==> config.mk <==
export PLATFORM = sky130hd
export DESIGN_NAME = cpc_clock_pll_ctl
export DESIGN_NICKNAME = d
export VERILOG_FILES = /design/src/hw/cpc_pkg.sv /design/src/hw/cpc_clock_pll_ctl.sv
export SDC_FILE = /design/constraint.sdc
export NUM_CORES = 1
export LEC_CHECK = 0
export BUFFER_PORTS_ARGS = -buffer_cell sky130_fd_sc_hd__buf_2
export CAP_MARGIN = 20
export CORE_ASPECT_RATIO = 1.75
export CORE_MARGIN = 5
export CORE_UTILIZATION = 48
export CTS_CLUSTER_DIAMETER = 80
export CTS_CLUSTER_SIZE = 28
export DETAILED_ROUTE_END_ITERATION = 12
export GPL_TIMING_DRIVEN = 0
export PLACE_DENSITY_LB_ADDON = 0.2
export SLEW_MARGIN = 20
export SYNTH_ARGS = -nofsm -noshare
export SYNTH_HDL_FRONTEND = slang
export SYNTH_SLANG_ARGS = --single-unit
==> constraint.sdc <==
create_clock -name i_core_clk -period 2.5 [get_ports i_core_clk]
set_input_delay 0.5 -clock i_core_clk [delete_from_list [all_inputs] [get_ports i_core_clk]]
set_output_delay 0.5 -clock i_core_clk [all_outputs]
set_load 0.05 [all_outputs]
==> src/hw/cpc_pkg.sv <==
package cpc_pkg;

  // ********************************************************************
  // Bus widths.
  // ********************************************************************
  localparam int unsigned ADDR_W = 32;
  localparam int unsigned DATA_W = 32;

  // ********************************************************************
  // Register byte addresses.
  // ********************************************************************
  localparam logic [31:0] OFF_PCSR0   = 32'h400E_0418; // Clock status 0.
  localparam logic [31:0] OFF_PLLCFG  = 32'h400E_042C; // Second PLL config.
  localparam logic [31:0] OFF_PCSR1   = 32'h400E_0508; // Clock status 1.
  localparam logic [31:0] OFF_STATUS  = 32'h400E_0468; // Power mgmt status.
  localparam logic [31:0] OFF_IRQMSK  = 32'h400E_046C; // Interrupt mask.
  localparam logic [31:0] OFF_IRQST   = 32'h400E_0470; // Sticky events.
  localparam logic [31:0] OFF_WPMODE  = 32'h400E_04E4; // Write protect mode.
  // Enable and disable ports for the two peripheral clock banks.
  localparam logic [31:0] OFF_PER_EN  [2] = '{32'h400E_0410, 32'h400E_0500};
  localparam logic [31:0] OFF_PER_DIS [2] = '{32'h400E_0414, 32'h400E_0504};
  // Implemented bits of each bank; bits 7..0 of bank 0 carry no status.
  localparam logic [31:0] PER_MASK    [2] = '{32'hFFFF_FF00, 32'hFFFF_FFFF};

  // ********************************************************************
  // Field layout of the second PLL configuration register.
  // ********************************************************************
  localparam int unsigned DIV_LSB  = 0;
  localparam int unsigned DIV_W    = 8;
  localparam int unsigned CNT_LSB  = 8;
  localparam int unsigned CNT_W    = 6;
  localparam int unsigned MUL_LSB  = 16;
  localparam int unsigned MUL_W    = 11;
  localparam logic [31:0] CFG_MASK = 32'h07FF_3FFF;
  localparam logic [31:0] CFG_RST  = 32'h0000_0000;

  // ********************************************************************
  // Status, interrupt and protection bit positions.
  // ********************************************************************
  localparam int unsigned LOCK_BIT = 2;  // Lock flag and lock event.
  localparam int unsigned WP_EN_BIT = 0; // Write protect enable.

  // ********************************************************************
  // Timing: core clock and slow clock rates.
  // ********************************************************************
  localparam int unsigned CORE_CLK_HZ  = 25_000_000;
  localparam int unsigned SLOW_CLK_HZ  = 32_768;
  localparam int unsigned SLOW_DIV_DEF = CORE_CLK_HZ / SLOW_CLK_HZ;

  // Lock sequencer states.
  typedef enum logic [1:0] {LK_IDLE, LK_COUNT, LK_DONE} cpc_lock_state_e;

endpackage : cpc_pkg

==> src/hw/cpc_clock_pll_ctl.sv <==
// Function
// - Status bit reads one when clock enabled.
// - Word 0 status only in bits 8..31.
// - Higher identifiers reported in second status word.
// - Divider zero: reference held low, PLL off.
// - Divider one: reference equals input clock.
// - Divider 2..255 divides input by value.
// - Lock flag set after programmed slow cycles.
// - Multiplier zero or divider zero disables PLL.
// - Output factor equals multiplier plus one; zero while PLL off.
// - Config writes ignored while write protect set.
`timescale 1ns/1ps
module cpc_clock_pll_ctl
  import cpc_pkg::*;
#(
  parameter int unsigned SLOW_DIV = SLOW_DIV_DEF  // Core cycles per slow tick.
) (
  input  wire logic              i_core_clk,
  input  wire logic              i_nrst,
  input  wire logic [ADDR_W-1:0] i_addr,
  input  wire logic [DATA_W-1:0] i_wdata,
  input  wire logic              i_wr,
  input  wire logic              i_rd,
  output logic      [DATA_W-1:0] o_rdata,
  output logic                   o_irq,
  output logic      [31:0]       o_per_clk_en0,
  output logic      [31:0]       o_per_clk_en1,
  output logic                   o_pll_ref_tick,
  output logic                   o_pll_enabled,
  output logic      [MUL_W:0]    o_pll_mult_factor,
  output logic                   o_pll_locked
);

  // ********************************************************************
  // Elaboration checks.
  // ********************************************************************
  localparam int unsigned SW = (SLOW_DIV < 2) ? 1 : $clog2(SLOW_DIV);
  generate
    if (SLOW_DIV < 2) begin : g_bad_div
      $error("SLOW_DIV must be at least 2");
    end
  endgenerate

  // Exact address match, used by every decode below.
  function automatic logic hit(input logic [31:0] a, input logic [31:0] off);
    hit = (a == off);
  endfunction : hit

  // ********************************************************************
  // Storage.
  // ********************************************************************
  logic [31:0]      per_en_q [2];  // Peripheral clock enables, two banks.
  logic [31:0]      cfg_q;         // Second PLL configuration.
  logic             wp_q;          // Write protect enable.
  logic [31:0]      irq_st_q;      // Sticky event bits.
  logic [31:0]      irq_msk_q;     // Interrupt mask, same layout.
  logic [DIV_W-1:0] div_cnt_q;     // Front divider phase.
  logic [SW-1:0]    slow_cnt_q;    // Slow clock divider phase.
  logic             slow_tick_q;   // One-cycle slow clock enable.
  logic [CNT_W-1:0] lock_cnt_q;    // Remaining slow cycles to lock.
  cpc_lock_state_e  state_q;       // Lock sequencer state.
  logic             lock_q;        // Lock flag.
  logic [31:0]      rdata_q;       // Registered read data.
  logic             irq_q;         // Registered interrupt.
  logic             ref_tick_q;    // Divided reference pulse.
  logic             pll_en_q;      // Registered PLL enable.
  logic [MUL_W:0]   mult_q;        // Registered multiply factor.

  // ********************************************************************
  // Decode and field extraction.
  // ********************************************************************
  wire              wr_cfg     = i_wr && hit(i_addr, OFF_PLLCFG);
  wire              cfg_accept = wr_cfg && !wp_q;
  wire              wr_wp      = i_wr && hit(i_addr, OFF_WPMODE);
  wire              wr_msk     = i_wr && hit(i_addr, OFF_IRQMSK);
  wire              wr_ist     = i_wr && hit(i_addr, OFF_IRQST);
  wire [DIV_W-1:0]  fdiv       = cfg_q[DIV_LSB +: DIV_W];
  wire [MUL_W-1:0]  fmul       = cfg_q[MUL_LSB +: MUL_W];
  wire [CNT_W-1:0]  new_cnt    = i_wdata[CNT_LSB +: CNT_W];
  // Either field at zero keeps the PLL off.
  wire              pll_en     = (fdiv != '0) && (fmul != '0);
  wire              div_wrap   = (div_cnt_q == fdiv - 8'h01);
  wire              slow_wrap  = (slow_cnt_q == SW'(SLOW_DIV - 1));
  // The lock event fires on the slow tick that exhausts the count.
  wire              lock_set   = (state_q == LK_COUNT) && slow_tick_q &&
                                 (lock_cnt_q <= 6'h01) && pll_en &&
                                 !cfg_accept;
  wire [31:0]       lock_word  = 32'(lock_q) << LOCK_BIT;
  wire [31:0]       wp_word    = 32'(wp_q) << WP_EN_BIT;
  wire [31:0]       lock_ev    = 32'(lock_set) << LOCK_BIT;
  wire [31:0]       ev_mask    = 32'h0000_0001 << LOCK_BIT;
  // Read multiplexer; unmapped addresses read as zero.
  wire [31:0]       rd_val =
      hit(i_addr, OFF_PCSR0)  ? per_en_q[0] :
      hit(i_addr, OFF_PCSR1)  ? per_en_q[1] :
      hit(i_addr, OFF_PLLCFG) ? cfg_q       :
      hit(i_addr, OFF_STATUS) ? lock_word   :
      hit(i_addr, OFF_WPMODE) ? wp_word     :
      hit(i_addr, OFF_IRQMSK) ? irq_msk_q   :
      hit(i_addr, OFF_IRQST)  ? irq_st_q    : 32'h0000_0000;

  // ********************************************************************
  // Peripheral clock enable banks.
  // ********************************************************************
  // Write-one-to-set and write-one-to-clear ports avoid read-modify-write
  // races between drivers that own different peripherals.
  generate
    for (genvar b = 0; b < 2; b++) begin : g_bank
      wire [31:0] set_w = (i_wr && hit(i_addr, OFF_PER_EN[b])) ?
                          i_wdata : 32'h0000_0000;
      wire [31:0] clr_w = (i_wr && hit(i_addr, OFF_PER_DIS[b])) ?
                          i_wdata : 32'h0000_0000;
      wire [31:0] en_d  = ((per_en_q[b] | set_w) & ~clr_w) & PER_MASK[b];
      // Unimplemented positions never latch a one.
      always_ff @(posedge i_core_clk) begin
        if (!i_nrst) begin
          per_en_q[b] <= 32'h0000_0000;
        end else begin
          per_en_q[b] <= en_d;
        end
      end
    end
  endgenerate

  // ********************************************************************
  // Configuration, protection and interrupt registers.
  // ********************************************************************
  // The protect bit itself is always writable, or it could never clear.
  always_ff @(posedge i_core_clk) begin
    if (!i_nrst) begin
      cfg_q     <= CFG_RST;
      wp_q      <= 1'b0;
      irq_msk_q <= 32'h0000_0000;
      irq_st_q  <= 32'h0000_0000;
    end else begin
      if (cfg_accept) begin
        cfg_q <= i_wdata & CFG_MASK;
      end
      if (wr_wp) begin
        wp_q <= i_wdata[WP_EN_BIT];
      end
      if (wr_msk) begin
        irq_msk_q <= i_wdata & ev_mask;
      end
      // A new event in the clearing cycle survives the clear.
      irq_st_q <= ((irq_st_q & ~(wr_ist ? i_wdata : 32'h0000_0000)) |
                   lock_ev) & ev_mask;
    end
  end

  // ********************************************************************
  // Front-end divider.
  // ********************************************************************
  // A new configuration restarts the phase so the first period is whole.
  always_ff @(posedge i_core_clk) begin
    if (!i_nrst) begin
      div_cnt_q  <= '0;
      ref_tick_q <= 1'b0;
    end else if (cfg_accept || fdiv <= 8'h01) begin
      div_cnt_q  <= '0;
      ref_tick_q <= !cfg_accept && (fdiv == 8'h01);
    end else begin
      div_cnt_q  <= div_wrap ? '0 : div_cnt_q + 8'h01;
      ref_tick_q <= div_wrap;
    end
  end

  // ********************************************************************
  // Slow clock enable.
  // ********************************************************************
  // The slow rate is an enable, not a clock, to keep one domain.
  always_ff @(posedge i_core_clk) begin
    if (!i_nrst) begin
      slow_cnt_q  <= '0;
      slow_tick_q <= 1'b0;
    end else begin
      slow_cnt_q  <= slow_wrap ? '0 : slow_cnt_q + SW'(1);
      slow_tick_q <= slow_wrap;
    end
  end

  // ********************************************************************
  // Lock sequencer.
  // ********************************************************************
  // Lock timing is only as exact as one slow period: the first tick after
  // a write may come early by up to one slow cycle.
  always_ff @(posedge i_core_clk) begin
    if (!i_nrst) begin
      state_q    <= LK_IDLE;
      lock_cnt_q <= '0;
      lock_q     <= 1'b0;
    end else if (cfg_accept) begin
      state_q    <= LK_COUNT;
      lock_cnt_q <= new_cnt;
      lock_q     <= 1'b0;
    end else if (!pll_en) begin
      state_q    <= LK_IDLE;
      lock_q     <= 1'b0;
    end else begin
      case (state_q)
        LK_COUNT: begin
          if (lock_set) begin
            state_q <= LK_DONE;
            lock_q  <= 1'b1;
          end else if (slow_tick_q) begin
            lock_cnt_q <= lock_cnt_q - 6'h01;
          end
        end
        LK_DONE: begin
          lock_q <= 1'b1;
        end
        default: begin
          lock_q <= 1'b0;
        end
      endcase
    end
  end

  // ********************************************************************
  // Output registers.
  // ********************************************************************
  // Read data stand only in the cycle after the read strobe.
  always_ff @(posedge i_core_clk) begin
    if (!i_nrst) begin
      rdata_q  <= 32'h0000_0000;
      irq_q    <= 1'b0;
      pll_en_q <= 1'b0;
      mult_q   <= '0;
    end else begin
      rdata_q  <= i_rd ? rd_val : 32'h0000_0000;
      irq_q    <= |(irq_st_q & irq_msk_q);
      pll_en_q <= pll_en;
      mult_q   <= pll_en ? {1'b0, fmul} + 12'h001 : '0;
    end
  end

  assign o_rdata           = rdata_q;
  assign o_irq             = irq_q;
  assign o_per_clk_en0     = per_en_q[0];
  assign o_per_clk_en1     = per_en_q[1];
  assign o_pll_ref_tick    = ref_tick_q;
  assign o_pll_enabled     = pll_en_q;
  assign o_pll_mult_factor = mult_q;
  assign o_pll_locked      = lock_q;

  // ********************************************************************
  // Assertions.
  // ********************************************************************
  // All properties run on the core clock and sleep while reset is low.
  a_status0_bits: assert property (
    @(posedge i_core_clk) disable iff (!i_nrst)
    i_rd && hit(i_addr, OFF_PCSR0) |=> o_rdata == $past(per_en_q[0]))
    else $error("status word 0 does not show enables");
  a_status0_low: assert property (
    @(posedge i_core_clk) disable iff (!i_nrst)
    i_rd && hit(i_addr, OFF_PCSR0) |=> o_rdata[7:0] == 8'h00)
    else $error("status word 0 low byte not zero");
  a_en0_low: assert property (
    @(posedge i_core_clk) disable iff (!i_nrst)
    o_per_clk_en0[7:0] == 8'h00)
    else $error("enable bank 0 low byte not zero");
  a_status1_bits: assert property (
    @(posedge i_core_clk) disable iff (!i_nrst)
    i_rd && hit(i_addr, OFF_PCSR1) |=> o_rdata == $past(per_en_q[1]))
    else $error("status word 1 does not show enables");
  a_div_zero_hold: assert property (
    @(posedge i_core_clk) disable iff (!i_nrst)
    fdiv == 8'h00 |=> !o_pll_ref_tick && !o_pll_enabled)
    else $error("reference active with divider zero");
  a_div_bypass: assert property (
    @(posedge i_core_clk) disable iff (!i_nrst)
    fdiv == 8'h01 && !cfg_accept |=> o_pll_ref_tick)
    else $error("bypassed divider missed a cycle");
  a_div_spacing: assert property (
    @(posedge i_core_clk) disable iff (!i_nrst)
    o_pll_ref_tick && $past(fdiv) >= 8'h02 |->
      $past(div_cnt_q) == $past(fdiv) - 8'h01)
    else $error("divided reference at wrong phase");
  a_lock_timing: assert property (
    @(posedge i_core_clk) disable iff (!i_nrst)
    $rose(o_pll_locked) |-> $past(slow_tick_q) &&
      $past(lock_cnt_q) <= 6'h01)
    else $error("lock set before count expired");
  a_lock_event: assert property (
    @(posedge i_core_clk) disable iff (!i_nrst)
    lock_set |=> irq_st_q[LOCK_BIT])
    else $error("lock event not recorded");
  a_lock_needs_en: assert property (
    @(posedge i_core_clk) disable iff (!i_nrst)
    o_pll_locked |-> $past(pll_en))
    else $error("lock flag while PLL disabled");
  a_mult_factor: assert property (
    @(posedge i_core_clk) disable iff (!i_nrst)
    pll_en |=> o_pll_mult_factor == $past(fmul) + 11'd1)
    else $error("multiply factor not field plus one");
  a_wp_ignore: assert property (
    @(posedge i_core_clk) disable iff (!i_nrst)
    wr_cfg && wp_q |=> cfg_q == $past(cfg_q))
    else $error("protected write changed config");
  a_lock_restart: assert property (
    @(posedge i_core_clk) disable iff (!i_nrst)
    cfg_accept |=> !o_pll_locked && lock_cnt_q == $past(new_cnt))
    else $error("accepted write did not restart lock");
  a_lock_hold: assert property (
    @(posedge i_core_clk) disable iff (!i_nrst)
    o_pll_locked && pll_en && !cfg_accept |=> o_pll_locked)
    else $error("lock flag dropped without cause");
  a_resv_zero: assert property (
    @(posedge i_core_clk) disable iff (!i_nrst)
    (cfg_q & ~CFG_MASK) == 32'h0000_0000)
    else $error("reserved config bits set");

endmodule : cpc_clock_pll_ctl

* Word level (Yosys, flattened, before mapping) *
Memory sizes are Yosys's and may differ from the RTL's.
Index checks and enable logic that the tools add are counted.

operators by class
  $add $sub $neg = 5
  $lt $le $gt $ge = 2
  equality and inequality tests = 20
  muxes and demuxes = 28
  bitwise operators = 14
  reductions and logical operators = 32

operators with widths
  cell                                                   count
  two-way mux 32 bit                                     12
  equality test 32 x 31 -> 1 bit, second input constant  11
  bitwise AND 32 bit                                     2
  inverter 32 bit                                        2
  OR 32 bit                                              2
  OR reduction 32 bit                                    1
  two-way mux 6 bit                                      5
  logical AND 1 bit                                      15
  adder 11 x 1 -> 12 bit, second input constant          1
  nonzero test 11 bit                                    1
  adder 10 x 1 -> 10 bit, second input constant          1
  equality test 10 bit, second input constant            1
  adder 8 x 1 -> 8 bit, second input constant            1
  equality test 8 x 1 -> 1 bit, second input constant    1
  equality test 8 bit                                    1
  <= comparator 8 x 1 -> 1 bit, second input constant    1
  two-way mux 1 bit                                      8
  AND reduction 2 bit                                    4
  nonzero test 8 bit                                     1
  subtractor 8 x 1 -> 8 bit, second input constant       1
  bitwise AND 3 bit                                      2
  <= comparator 6 x 1 -> 1 bit, second input constant    1
  two-way mux 3 bit                                      2
  != test 3 x 2 -> 1 bit, second input constant          2
  15 further kinds                                       22

word-level totals
  register bits after elaboration = 103
  bits in writable memories = 64
  input port bits = 68
  logic and storage cells = 118
  memories = 1

memories
  memory    words  width  read ports  clocked after Yosys merged registers in  write ports  RTL line                 source
  per_en_q  2      32     2           0                                        2            cpc_clock_pll_ctl.sv:52  logic [31:0] per_en_q [2];

* Longest topological paths before layout *
  word-level depth = 9
  depth in mapped cells = 8

* Worst setup path before layout *
Ideal clock, no wire load.

  path type = flip-flop to flip-flop
  start = register cfg_q[0]
  end = register div_cnt_q[2]
  arrival = 2.212 ns
  required time = 2.361 ns
  slack = 0.149 ns
  cell stages (with the launch flop) = 6
  period minus slack after synthesis = 2.351 ns
  path through = dfxtp_1 > or4_4 > or4_1 > a21o_1 > a2111oi_4 > nor3_1

on the way
  longest elaborated chain between the ends = 3

ends and longest elaborated chain
  item                                                                              RTL line                                           source
  start: declaration                                                                cpc_clock_pll_ctl.sv:53                            logic [31:0] cfg_q;
  start signal: assignment                                                          cpc_clock_pll_ctl.sv:137                           cfg_q <= i_wdata & CFG_MASK;
  subtractor 8 x 1 -> 8 bit / <= comparator 8 x 1 -> 1 bit (equally long branches)  cpc_clock_pll_ctl.sv:82, cpc_clock_pll_ctl.sv:159
  equality test 8 bit / logical OR 1 bit (equally long branches)                    cpc_clock_pll_ctl.sv:82, cpc_clock_pll_ctl.sv:159
  OR reduction 3 bit (no line) (*)                                                  n/a
  end signal: assignment                                                            cpc_clock_pll_ctl.sv:163                           div_cnt_q <= div_wrap ? '0 : div_cnt_q + 8'h01;
  end: declaration                                                                  cpc_clock_pll_ctl.sv:57                            logic [DIV_W-1:0] div_cnt_q;

Every way passes the cells marked *; elsewhere a longest branch is shown, timed or not.
A chain may end at the register's enable or synchronous reset.

* Final worst setup path *
  start = register cfg_q[3]
  end = register div_cnt_q[7]

The elaborated chain is that of the path after synthesis.

==> flow_summary.yaml <==
sta:
  slew_viol_final: 0
  setup_ws_ps: 104
  fin_crit_ps: 2400
  clock-skew-final_ps: 8.93
  hold_viol_final: 0
  setup_viol: 0
  tightest_slew_ps: 744
  max_freq_mhz: 417
  slew_headroom: 0.501
  finalCritPeriodShare: 0.958
critical_path:
  worstPathMaxFanout: 8
  cp_cell_sequence: "clkbuf_1 > or4_4 > or4_1 > a21o_1 > a2111oi_4 > buf_6 > nor3_1"
  start_kind: "flop"
  crit_arrival_ps: 2680
  required_ps: 2790
  critPathKind: "reg2reg"
  crit_path_end_kind: "flop"
  slowest_stage: "or4_1"
  cpPeakStageDelay_ps: 520
logic_synthesis:
  netlist_instances: 798
  synth_top_area_share: 0.461
  ys.flop_type: "dfxtp_1"
  ys_seq_area_frac: 0.461
  ys_warn_count: 0
  avgSynthCellArea_um2: 8.65
  async_flop_share: 0
  synth_adder_area_share: 0.0181
  yosysUniqueCellTypes: 53
  syn_area_um2: 6910
  synthXorXnorAreaFrac: 0.0469
  synth_area_leaders: "dfxtp_1 46%, nand2_1 9.7%, mux2i_1 8.6%"
  synth_mux_area_frac: 0.0855
  synth_enable_flop_cells: 0
  synth_top_family_by_area: "simple AND/OR/NAND/NOR gates"
  synth_compound_area_frac: 0.112
  synthSimpleGateAreaFrac: 0.230
  ys_ff_latch: 159
  synth_area_leader_cell: "dfxtp_1"
layout:
  final_cells: 1185
  nFillCells: 1359
  drive_gt1_frac: 0.233
  n_antenna_cell: 0
  area_growth_pct: 25.2
  fin_nets: 1070
global_route:
  grt_pass1_wl_um: 33700
  first_global_vias: 6666
  antenna_found_initial: 0
  grt_overflow: 0
  grt_max_degree: 17
  grt_usage: 0.254
power_and_ir_drop:
  intPower_mw: 4.10
  switching_power_mw: 1.18
  clkPwrFrac: 0.477
  pwr-share-comb: 0.042
  ir_worst_vdd_mv: 0.495
  power.density_nw_per_um2: 611
  leakage_nw: 3.90
  netSwitchingFraction: 0.224
  p_seq_frac: 0.481
place:
  place_congestion: 0.898
  io_buffers: 169
  place_inst: 1154
  hpwl_um: 16300
  place_ws_ps: -786
cts:
  cts.htree.levels: 4
  clock-sinks: 159
  cts_buffers: 17
  cts.path.max_buffers: 2
  ctsRootBufferMaster: "clkbuf_16"
  clk_pin_slew_ps: 60
  cts_tree: "done"
  clock_latency_ps: 420
die:
  io_pins: 180
  die_y_um: 169
  core_um2: 14200
  die_area_um2: 17000
  initial_core_util: 0.485
  rows: 58
  die_x_um: 101
status:
  status: "finished, final reports clean"
detailed_routing:
  drt-total-wl_um: 21500
  via_count: 6493
  post_drt_wl_per_cell_um: 18.1
  drt-pass1-iter-count: 4
  drc: 0
  viasPerCell: 5.48
  ant_nets: 0
  drt_iter0_drc: 391
min_path:
  hp-class: "in2reg"
run:
  drv_cap: 0
[metal layers]
metal / GRT usage / routed length (um)
met2: 0.469 / 11400
met4: 0.125 / 820
met5: 0 / 0
met3: 0.0577 / 1430
met1: 0.262 / 7790
[cell usage after synthesis, drive strengths merged (14+ instances only)]
cell type	count
a22o	17
a21oi	35
nor3	18
mux2i	59
nor2	60
clkbuf	51
xor2	20
a22oi	25
inv	15
dfxtp	159
xnor2	17
nand2	179
nand3	21
and3	14
[state kept, by name (all words and copies together) (netlist names)]
name and count:
o_pll_ref_tick 1, div_cnt_q 8, slow_tick_q 1, o_pll_enabled 1, state_q 2, irq_msk_q 1
o_pll_locked 1, o_irq 1, cfg_q 25, lock_cnt_q 6, wp_q 1, slow_cnt_q 10
per_en_q 56, irq_st_q 1, o_rdata 32, o_pll_mult_factor 12
[critical path, delay by kind of cell, from the launching register on]
family                 cells  cell delay [ps]
and+or+nand+nor            3             1060
AOI/OAI and AO/OA          2              550
buffers and inverters      2              360
DFF                        1              300
[cell families after synthesis]
family	count (synthesis)
multiplexers	59
XOR/XNOR	37
buffers and inverters	75
AND/OR/NAND/NOR	348
flip-flops	159
AO/OA/AOI/OAI	109
other	1
adder cells (fa/ha/maj)	10
[power by group through the flow]
stage	sequential [mW]	combinational (mW)	clock, mW
after floorplan	2.60	0.106	0
after global placement	2.60	0.217	0
after detailed placement	2.60	0.218	0
after CTS	2.54	0.219	2.55
after global routing	2.54	0.238	2.66
final	2.54	0.222	2.52
[what timing repair did]
item,4_1_cts,5_1_grt
hold buffers,0,0
gates resized for setup,9,20
pin swaps,1,0
setup endpoints to repair,76,100
buffers inserted,1,0
[layout by cell type (no fill, tap or decap), types with 17 or more instances in the layout]
master     Yosys  final
dfxtp_1      159    158
buf_2          0    170
xor2_1        20     20
nor2_1        60     60
clkbuf_1      51     41
mux2i_1       59     59
nand3_1       21     21
nor3_1        18     18
clkbuf_16      0     17
xnor2_1       17     17
nand2_1      179    179
a22oi_1       25     25
a21oi_1       35     35
a22o_1        17     17
[metrics by stage]
step	power [mW]	TNS (ps)	area, um2	hold WS (ps)	util
floorplan	2.70	0	6930	432	-
global placement	2.81	-75140	8000	439	0.563
detailed placement	2.82	-54880	8020	448	0.564
CTS	5.31	0	8620	328	0.606
global route	5.44	-5.81	8650	345	0.608
finish	5.28	0	8650	341	0.608
[path summary, 6_finish.rpt]
| check | from | endpoint | slack, ps | depth (start not counted) |
|---|---|---|---|---|
| setup / recovery | cfg_q[3]$_SDFFE_PN0P_ | div_cnt_q[7]$_SDFF_PP0_ | 100 | 7 |
| hold / removal | i_wdata[4] | cfg_q[4]$_SDFFE_PN0P_ | 340 | 3 |
| setup reg to reg | cfg_q[3]$_SDFFE_PN0P_ | div_cnt_q[7]$_SDFF_PP0_ | 100 | 7 |
| hold reg to reg | cfg_q[13]$_SDFFE_PN0P_ | cfg_q[13]$_SDFFE_PN0P_ | 450 | 2 |
[layout make-up]
class | instances | area, um2 | share of cell area
buffer | 58 | 270 | 0.0312
clock buffer | 22 | 454 | 0.0525
clock inverter | 10 | 114 | 0.0132
inverter | 15 | 56.3 | 0.00651
multi-input combinational | 571 | 3490 | 0.403
sequential | 159 | 3180 | 0.368
tap | 180 | 225 | 0.0260
timing repair buffer | 170 | 857 | 0.0991
Power figures use the tool's default switching activity.
